## src/hw/wdtrl_pkg.sv

```systemverilog
// package: register map, field positions, reset values and types of the watchdog block
package wdtrl_pkg;

   // ***************************************************************
   // register byte offsets
   // ***************************************************************
   localparam logic [7:0] OFF_CTRL    = 8'h00;
   localparam logic [7:0] OFF_UPPER   = 8'h04;
   localparam logic [7:0] OFF_HIGH    = 8'h08;
   localparam logic [7:0] OFF_LOW     = 8'h0C;
   localparam logic [7:0] OFF_REFRESH = 8'h10;
   localparam logic [7:0] OFF_CFG     = 8'h14;
   localparam logic [7:0] OFF_COUNT   = 8'h18;
   localparam logic [7:0] OFF_ISTAT   = 8'h1C;
   localparam logic [7:0] OFF_ICLR    = 8'h20;
   localparam logic [7:0] OFF_IEN     = 8'h24;

   // ***************************************************************
   // fields
   // ***************************************************************
   localparam int CTRL_TO_BIT   = 0;
   localparam int CTRL_STOP_BIT = 1;
   localparam int CTRL_LOCK_BIT = 2;
   localparam int CFG_EN_BIT    = 0;
   localparam int CFG_RST_BIT   = 1;
   localparam int IRQ_NUM       = 3;
   localparam int IRQ_TIMEOUT   = 0;
   localparam int IRQ_RESET     = 1;
   localparam int IRQ_LOCKERR   = 2;

   // ***************************************************************
   // unlock keys and reset values
   // ***************************************************************
   localparam logic [7:0]  KEY_FIRST  = 8'h55;
   localparam logic [7:0]  KEY_SECOND = 8'hAA;
   localparam logic [23:0] RELOAD_RST = 24'hFF_FFFF;
   localparam logic [1:0]  CFG_RST    = 2'h0;
   localparam logic [2:0]  IEN_RST    = 3'h0;

   // ***************************************************************
   // types
   // ***************************************************************
   typedef enum logic [2:0] {
      TGT_CTRL  = 3'b000,
      TGT_UPPER = 3'b001,
      TGT_HIGH  = 3'b010,
      TGT_LOW   = 3'b011,
      TGT_OTHER = 3'b100
   } wdtrl_target_t;

   typedef enum logic [2:0] {
      LK_LOCKED = 3'b000,
      LK_KEY1   = 3'b001,
      LK_OPEN   = 3'b010,
      LK_GOTU   = 3'b011,
      LK_GOTH   = 3'b100
   } wdtrl_lkst_t;

   typedef struct packed {
      logic          valid;
      wdtrl_target_t target;
      logic [7:0]    data;
   } wdtrl_wr_t;

   typedef struct packed {
      logic accUpper;
      logic accHigh;
      logic accLow;
      logic keyWrite;
      logic violation;
      logic locked;
   } wdtrl_lockres_t;

endpackage

```

## src/hw/wdtrl_lock.sv

```systemverilog
// module: lock state machine that guards the three reload byte registers
module wdtrl_lock (
   input  wire logic                    clk_sys,
   input  wire logic                    rst_n,
   input  wire wdtrl_pkg::wdtrl_wr_t     wrEv,
   output wdtrl_pkg::wdtrl_lockres_t     res
);
   import wdtrl_pkg::*;

   wdtrl_lkst_t state_q;
   wdtrl_lkst_t state_d;

   wire isCtrl  = wrEv.valid && (wrEv.target == TGT_CTRL);
   wire isKey1  = isCtrl && (wrEv.data == KEY_FIRST);
   wire isKey2  = isCtrl && (wrEv.data == KEY_SECOND);
   wire isUpper = wrEv.valid && (wrEv.target == TGT_UPPER);
   wire isHigh  = wrEv.valid && (wrEv.target == TGT_HIGH);
   wire isLow   = wrEv.valid && (wrEv.target == TGT_LOW);

   always_comb begin
      state_d = state_q;
      if (wrEv.valid) begin
         case (state_q)
            LK_LOCKED: state_d = isKey1 ? LK_KEY1 : LK_LOCKED;
            LK_KEY1:   state_d = isKey2 ? LK_OPEN : (isKey1 ? LK_KEY1 : LK_LOCKED);
            LK_OPEN:   state_d = isUpper ? LK_GOTU : (isKey1 ? LK_KEY1 : LK_LOCKED);
            LK_GOTU:   state_d = isHigh ? LK_GOTH : (isKey1 ? LK_KEY1 : LK_LOCKED);
            LK_GOTH:   state_d = isKey1 ? LK_KEY1 : LK_LOCKED;
            default:   state_d = LK_LOCKED;
         endcase
      end
   end

   always_ff @(posedge clk_sys or negedge rst_n) begin
      if (!rst_n) state_q <= LK_LOCKED;
      else        state_q <= state_d;
   end

   // reload bytes pass only in their own step of the sequence
   assign res.accUpper  = isUpper && (state_q == LK_OPEN);
   assign res.accHigh   = isHigh && (state_q == LK_GOTU);
   assign res.accLow    = isLow && (state_q == LK_GOTH);
   assign res.keyWrite  = isKey1 || isKey2;
   assign res.violation = wrEv.valid && (state_q != LK_LOCKED) && (state_q != LK_GOTH)
                          && (state_d == LK_LOCKED);
   assign res.locked    = (state_q == LK_LOCKED);

endmodule // wdtrl_lock

```

## src/hw/wdtrl_top.sv

```systemverilog
// module: watchdog time-out reset path, reload lock and AHB-Lite register slave
// ***************************************************************
// notes
// ***************************************************************
// Functional notes
// - time-out with reset option in normal run requests system reset
// - such a reset sets the time-out flag in the control register
// - time-out with reset option in stop mode starts stop recovery
// - stop-mode time-out with reset option sets time-out flag and stop flag
// - key writes leave the time-out and stop flag bits unchanged; the lock bit follows the sequence state
// - any other write mid-sequence relocks, except a first-key write, which restarts the sequence; software must restart
// - reload byte writes are ignored unless sequence unlocked them
// - reload value loads into counter on first enable and each refresh while enabled
// - time-out resets only with reset option set, else raises interrupt
//
// Register access over AHB-Lite and the register offsets were chosen for this implementation.
module wdtrl_top (
   input  wire logic        clk_sys,
   input  wire logic        rst_n,
   input  wire logic        hsel,
   input  wire logic [31:0] haddr,
   input  wire logic [1:0]  htrans,
   input  wire logic        hwrite,
   input  wire logic [2:0]  hsize,
   input  wire logic [31:0] hwdata,
   input  wire logic        hready,
   output logic      [31:0] hrdata,
   output logic             hreadyout,
   output logic             hresp,
   input  wire logic        stopMode,
   output logic             sysResetReq,
   output logic             stopRecovery,
   output logic             irq
);
   import wdtrl_pkg::*;

   // ***************************************************************
   // address phase capture
   // ***************************************************************
   logic [7:0]  addr_q;
   logic        wrPend_q;
   logic        rdPend_q;
   logic [31:0] rdata_q;
   logic        ready_q;

   wire addrPhase = hsel && htrans[1] && hready;
   wire inRange   = (haddr[31:8] == 24'h00_0000);

   always_ff @(posedge clk_sys or negedge rst_n) begin
      if (!rst_n) begin
         addr_q   <= 8'h00;
         wrPend_q <= 1'b0;
         rdPend_q <= 1'b0;
      end else begin
         if (addrPhase) addr_q <= inRange ? haddr[7:0] : 8'hFF;
         wrPend_q <= addrPhase && hwrite;
         rdPend_q <= addrPhase && !hwrite;
      end
   end

   wire [7:0] wByte  = hwdata[7:0];
   wire       wrCtrl = wrPend_q && (addr_q == OFF_CTRL);
   wire       wrUp   = wrPend_q && (addr_q == OFF_UPPER);
   wire       wrHi   = wrPend_q && (addr_q == OFF_HIGH);
   wire       wrLo   = wrPend_q && (addr_q == OFF_LOW);
   wire       wrRef  = wrPend_q && (addr_q == OFF_REFRESH);
   wire       wrCfg  = wrPend_q && (addr_q == OFF_CFG);
   wire       wrIclr = wrPend_q && (addr_q == OFF_ICLR);
   wire       wrIen  = wrPend_q && (addr_q == OFF_IEN);

   // ***************************************************************
   // lock sequence
   // ***************************************************************
   wdtrl_wr_t      wrEv;
   wdtrl_lockres_t lockRes;

   assign wrEv.valid  = wrPend_q;
   assign wrEv.data   = wByte;
   assign wrEv.target = wrCtrl ? TGT_CTRL  :
                        wrUp   ? TGT_UPPER :
                        wrHi   ? TGT_HIGH  :
                        wrLo   ? TGT_LOW   : TGT_OTHER;

   wdtrl_lock uLock (
      .clk_sys (clk_sys),
      .rst_n   (rst_n),
      .wrEv    (wrEv),
      .res     (lockRes)
   );

   // ***************************************************************
   // reload bytes and configuration
   // ***************************************************************
   logic [23:0] reload_q;
   logic [1:0]  cfg_q;
   logic        enPrev_q;

   always_ff @(posedge clk_sys or negedge rst_n) begin
      if (!rst_n) begin
         reload_q <= RELOAD_RST;
         cfg_q    <= CFG_RST;
         enPrev_q <= 1'b0;
      end else begin
         if (lockRes.accUpper) reload_q[23:16] <= wByte;
         if (lockRes.accHigh)  reload_q[15:8]  <= wByte;
         if (lockRes.accLow)   reload_q[7:0]   <= wByte;
         if (wrCfg)            cfg_q           <= wByte[1:0];
         enPrev_q <= cfg_q[CFG_EN_BIT];
      end
   end

   wire enabled   = cfg_q[CFG_EN_BIT];
   wire rstOption = cfg_q[CFG_RST_BIT];
   wire firstEn   = enabled && !enPrev_q;

   // ***************************************************************
   // counter and time-out
   // ***************************************************************
   logic [23:0] count_q;
   logic [23:0] count_d;

   wire timeout = enabled && !firstEn && !wrRef && (count_q == 24'h00_0000);
   wire loadCnt = firstEn || (enabled && wrRef) || timeout;

   assign count_d = loadCnt ? reload_q : (enabled ? count_q - 24'h00_0001 : count_q);

   always_ff @(posedge clk_sys or negedge rst_n) begin
      if (!rst_n) count_q <= RELOAD_RST;
      else        count_q <= count_d;
   end

   wire toReset = timeout && rstOption && !stopMode;
   wire toStop  = timeout && rstOption && stopMode;
   wire toIrq   = timeout && !rstOption;

   always_ff @(posedge clk_sys or negedge rst_n) begin
      if (!rst_n) begin
         sysResetReq  <= 1'b0;
         stopRecovery <= 1'b0;
      end else begin
         sysResetReq  <= toReset;
         stopRecovery <= toStop;
      end
   end

   // ***************************************************************
   // control register flags
   // ***************************************************************
   logic toFlag_q;
   logic stopFlag_q;

   // other values clear flags written as one; key values touch nothing
   wire ctrlClr  = wrCtrl && !lockRes.keyWrite;
   wire toSet    = toReset || toStop;
   wire toClr    = ctrlClr && wByte[CTRL_TO_BIT];
   wire stopClr  = ctrlClr && wByte[CTRL_STOP_BIT];

   always_ff @(posedge clk_sys or negedge rst_n) begin
      if (!rst_n) begin
         toFlag_q   <= 1'b0;
         stopFlag_q <= 1'b0;
      end else begin
         toFlag_q   <= toSet || (toFlag_q && !toClr);
         stopFlag_q <= toStop || (stopFlag_q && !stopClr);
      end
   end

   // ***************************************************************
   // interrupt status, clear and enable
   // ***************************************************************
   logic [IRQ_NUM-1:0] istat_q;
   logic [IRQ_NUM-1:0] ien_q;
   logic [IRQ_NUM-1:0] iev;
   logic               irq_q;

   assign iev[IRQ_TIMEOUT] = toIrq;
   assign iev[IRQ_RESET]   = toSet;
   assign iev[IRQ_LOCKERR] = lockRes.violation;

   genvar gi;
   generate
      for (gi = 0; gi < IRQ_NUM; gi++) begin : gIrq
         always_ff @(posedge clk_sys or negedge rst_n) begin
            if (!rst_n) istat_q[gi] <= 1'b0;
            else        istat_q[gi] <= iev[gi] || (istat_q[gi] && !(wrIclr && hwdata[gi]));
         end
      end
   endgenerate

   always_ff @(posedge clk_sys or negedge rst_n) begin
      if (!rst_n) begin
         ien_q <= IEN_RST;
         irq_q <= 1'b0;
      end else begin
         if (wrIen) ien_q <= hwdata[IRQ_NUM-1:0];
         irq_q <= |(istat_q & ien_q);
      end
   end

   assign irq = irq_q;

   // ***************************************************************
   // read path: one wait state so a preceding write is always seen
   // ***************************************************************
   logic [31:0] rmux;

   always_comb begin
      rmux = 32'h0000_0000;
      case (addr_q)
         OFF_CTRL: begin
            rmux[CTRL_TO_BIT]   = toFlag_q;
            rmux[CTRL_STOP_BIT] = stopFlag_q;
            rmux[CTRL_LOCK_BIT] = lockRes.locked;
         end
         OFF_UPPER: rmux[7:0]          = reload_q[23:16];
         OFF_HIGH:  rmux[7:0]          = reload_q[15:8];
         OFF_LOW:   rmux[7:0]          = reload_q[7:0];
         OFF_CFG:   rmux[1:0]          = cfg_q;
         OFF_COUNT: rmux[23:0]         = count_q;
         OFF_ISTAT: rmux[IRQ_NUM-1:0]  = istat_q;
         OFF_IEN:   rmux[IRQ_NUM-1:0]  = ien_q;
         default:   rmux = 32'h0000_0000;
      endcase
   end

   always_ff @(posedge clk_sys or negedge rst_n) begin
      if (!rst_n) begin
         rdata_q <= 32'h0000_0000;
         ready_q <= 1'b1;
      end else begin
         if (rdPend_q) rdata_q <= rmux;
         ready_q <= !(addrPhase && !hwrite);
      end
   end

   assign hrdata    = rdata_q;
   assign hreadyout = ready_q;

   always_ff @(posedge clk_sys or negedge rst_n) begin
      if (!rst_n) hresp <= 1'b0;
      else        hresp <= 1'b0;
   end

endmodule // wdtrl_top

```

## config.mk

```make
export PLATFORM = sky130hd
export DESIGN_NAME = wdtrl_top
export DESIGN_NICKNAME = d
export VERILOG_FILES = /design/src/hw/wdtrl_pkg.sv /design/src/hw/wdtrl_lock.sv /design/src/hw/wdtrl_top.sv
export SDC_FILE = /design/constraint.sdc
export NUM_CORES = 1
export LEC_CHECK = 0
export BUFFER_PORTS_ARGS = -buffer_cell sky130_fd_sc_hd__buf_2
export CORE_MARGIN = 2
export CORE_UTILIZATION = 51
export CTS_BUF_LIST = sky130_fd_sc_hd__clkbuf_4
export CTS_CLUSTER_SIZE = 25
export DETAILED_ROUTE_END_ITERATION = 6
export GPL_TIMING_DRIVEN = 0
export PLACE_DENSITY = 0.78
export SETUP_SLACK_MARGIN = 0.4
export SLEW_MARGIN = 20
export SYNTH_ARGS = -nofsm -noshare
export SYNTH_HDL_FRONTEND = slang
export SYNTH_SLANG_ARGS = --single-unit
```

## constraint.sdc

```tcl
create_clock -name clk_sys -period 1.9 [get_ports clk_sys]
set_input_delay 0.095 -clock clk_sys [delete_from_list [all_inputs] [get_ports clk_sys]]
set_output_delay 0.095 -clock clk_sys [all_outputs]
set_load 0.02 [all_outputs]
```

==> run metrics <==
Setup crit start kind=register; Max transition margin=43.1%; Synth Area in Simple Gates=20.1%; endpoints failing setup=86; number of max-cap violations=0; Yosys warnings=0; Yosys top cell by area=dfstp_2; global-route wire length before repair=27200 um; final hold violation count=0; # DRC=0; WL final=between 15000 and 20000 um; Final Skew=32.9 ps; layout cells sized above 1=approximately 53%; area grow syn2layout=46.4%; synthesized area per cell=9.95 um2; fmax=between 0.4 and 0.5 GHz; Post-Syn Area=approximately 5200 um2; maximum vdd drop=about 0.44 mV; number of DRC markers after the initial detailed-route iteration=750; RSZ-0062 raised after global routing=yes; register area share after synthesis=~50%; TNS Setup=-19810 ps; final core occ=77.4%; root cell of the clock tree=clkbuf_4; PwrDens=661 nW/um2; WHS=20.9 ps; maximum clock path buffer count=2; detailed placement HPWL=between 10000 and 15000 um; critical-path maximum fanout=5; largest net degree at the start of global routing=75; CTS tree=yes; ANT cells=0; Vias=between 5000 and 6000; drt first pass iters=6; vias in the first global route=5164; Rows=36; xor/xnor share of the synthesized area=0%; DIE AREA=11000 um2; Initial Util=52.9%; initial antenna violation count=0; vias per cell=6.43; CP required=2300 ps; PortBufs=74; worst-path cell with the longest stage delay=or4b_4; Tot Pwr=5040 uW; placer congestion estimate=between 0.9 and 1; Setup WS post-layout=-388 ps; max-slew violations=0; Overall Global Routing Usage=a little under a third; adder-cell area share of the yosys netlist=0.240%; failing checks=negative setup slack; grt total ovfl=0; Post-synth EDFFs=0; top_reg_cell synth=dfrtp_1; # nets final=783; Final min period=2290 ps; Worst Tran Pin Value=853 ps; Largest stage delay, worst path=~570 ps; Reg clk slew, reported paths=190 ps; total CTS buffers=9; Worst Path Arrival=2680 ps; Synth area leaders=dfstp_2 25%, dfrtp_1 24%, mux2_2 4.5%, o21ai_0 4.4%, nand3_1 4.3%; leakage=0.00332 uW; Final ANT Viol Nets=0; Hold WC Path Type=input port to async pin; main combinational cell family by area after synthesis=simple AND/OR/NAND/NOR gates; Mapped Cells=524; Die Y=105 um; top-area cell type share of the netlist area=24.7%; status=complete, but fails checks; clk_lat worst skew=490 ps; wire per inst=22.4 um; die width=105 um; Critical Path, Cell by Cell=or4b_4 -> buf_8 -> o31ai_4 -> buf_4 -> a21oi_4 -> buf_6 -> mux2i_1 -> a22oi_1; Cell variety after synth=68; CORE AREA=9860 um2; Final period util=120%; crit path kind=register to register; ys async rst share=100%; crit end category=register; mux cell area share after synthesis=7.08%; Synth Area in Compound Gates=between 15 and 20%; # clock sinks=100; Ports=about 110; register bit count reported by yosys=100; CTS H-tree depth=3
==> state kept, by name (all words and copies together) (netlist names), 2 cells and up <==
signal and cells:
istat_q 3, uLock.state_q 3, hrdata 24, ien_q 3, cfg_q 2, reload_q 24, count_q 24, addr_q 8
==> Yosys cell counts (8+ instances only) <==
cell	count
nand3_1	45
nand4_1	13
buf_4	12
o21ai_0	46
o22a_1	8
mux2_2	21
a21oi_1	10
nor4_1	11
nor3_1	13
mux2i_1	11
dfstp_2	49
dfrtp_1	51
nor2_1	24
inv_1	37
buf_2	9
a22oi_1	10
clkbuf_1	13
nand2_1	37
==> final timing paths <==
path,startpoint,to,slack (ps),cells past startpoint
worst max register to register,addr_q[7],count_q[2],-390,8
worst min-delay path,rst_n,addr_q[7],20,2
max in group asynchronous,rst_n,count_q[21],1150,3
worst min register to register,reload_q[17],reload_q[17],500,2
min in group clk_sys,haddr[28],addr_q[5],200,4
worst max-delay path,addr_q[7],count_q[2],-390,8
==> logic make-up (layout without fill, tap and decap cells) <==
family | Yosys count | in the layout
buffers and inverters | 75 | 255
AOI/OAI and AO/OA | 127 | 127
adders and majority gates | 1 | 1
DFF | 100 | 100
other | 1 | 9
muxes | 33 | 33
and+or+nand+nor | 187 | 187
==> power breakdown <==
| group | leakage (uW) | total, uW | internal, uW | switching (uW) |
|---|---|---|---|---|
| Combinational | 0.00213 | 1120 | 499 | 620 |
| Sequential | 0.00112 | 2830 | 2490 | 339 |
| Clock | 0.0000608 | 1090 | 277 | 817 |
==> per-layer routing <==
metal  share of wire [%]  vias to the layer above  GRT usage, %
li1                    -                     2306             -
met1                  38                     2639          40.8
met4                 4.6                        0          14.2
met2                  48                      395          51.9
met3                 9.4                       91          5.68
met5                   0                        -             0
==> per-stage QoR <==
stage | setup slack (ps) | area, um2 | std cells
2_1_floorplan | -141 | 5470 | 532
3_3_place_gp | -459 | 6010 | 739
3_5_place_dp | -500 | 6040 | 740
4_1_cts | -264 | 7120 | 829
5_1_grt | -477 | 7630 | 845
6_report | -388 | 7630 | 845
==> cell usage in the layout, fill, tap and decap left out, types with 8 or more instances in the layout <==
master          n
a21oi_1         8
a22oi_1         9
buf_2          74
buf_4          51
buf_6          32
clkbuf_1       10
clkbuf_4       11
conb_1          9
dfrtp_1        46
dfstp_2        49
dlygate4sd3_1  19
inv_1          35
mux2_2         12
mux2_4          9
mux2i_1        10
nand2_1        27
nand3_1        11
nand3_2        28
nand4_1        13
nor2_1         21
nor3_1         11
o21ai_0        15
o21ai_1        15
o21ai_2        16
o22a_1          8
==> final cells by class <==
| type | instances | area, um2 |
|---|---|---|
| Sequential cell | 100 | 2570 |
| Tap cell | 133 | 166 |
| Inverter | 37 | 139 |
| Multi-Input combinational cell | 357 | 3040 |
| Clock inverter | 7 | 50.0 |
| Timing Repair Buffer | 164 | 1280 |
| Buffer | 38 | 320 |
| Clock buffer | 9 | 67.6 |
| Fill cell | 605 | 2230 |
==> critical path, delay by kind of cell (launching register included) <==
family,cells,cell delay [ps]
and+or+nand+nor,1,570
muxes,1,240
DFF,1,450
AOI/OAI and AO/OA,3,450
buffers and inverters,3,470
==> repair_timing <==
action,in CTS,in global routing
cloned,6,2
buffers inserted,48,14
gates resized for setup,88,85
hold buffers,19,0
setup endpoints to repair,87,87
pin swaps,29,29
endpoints found under the hold margin,86,0
Power figures use the tool's default switching activity.
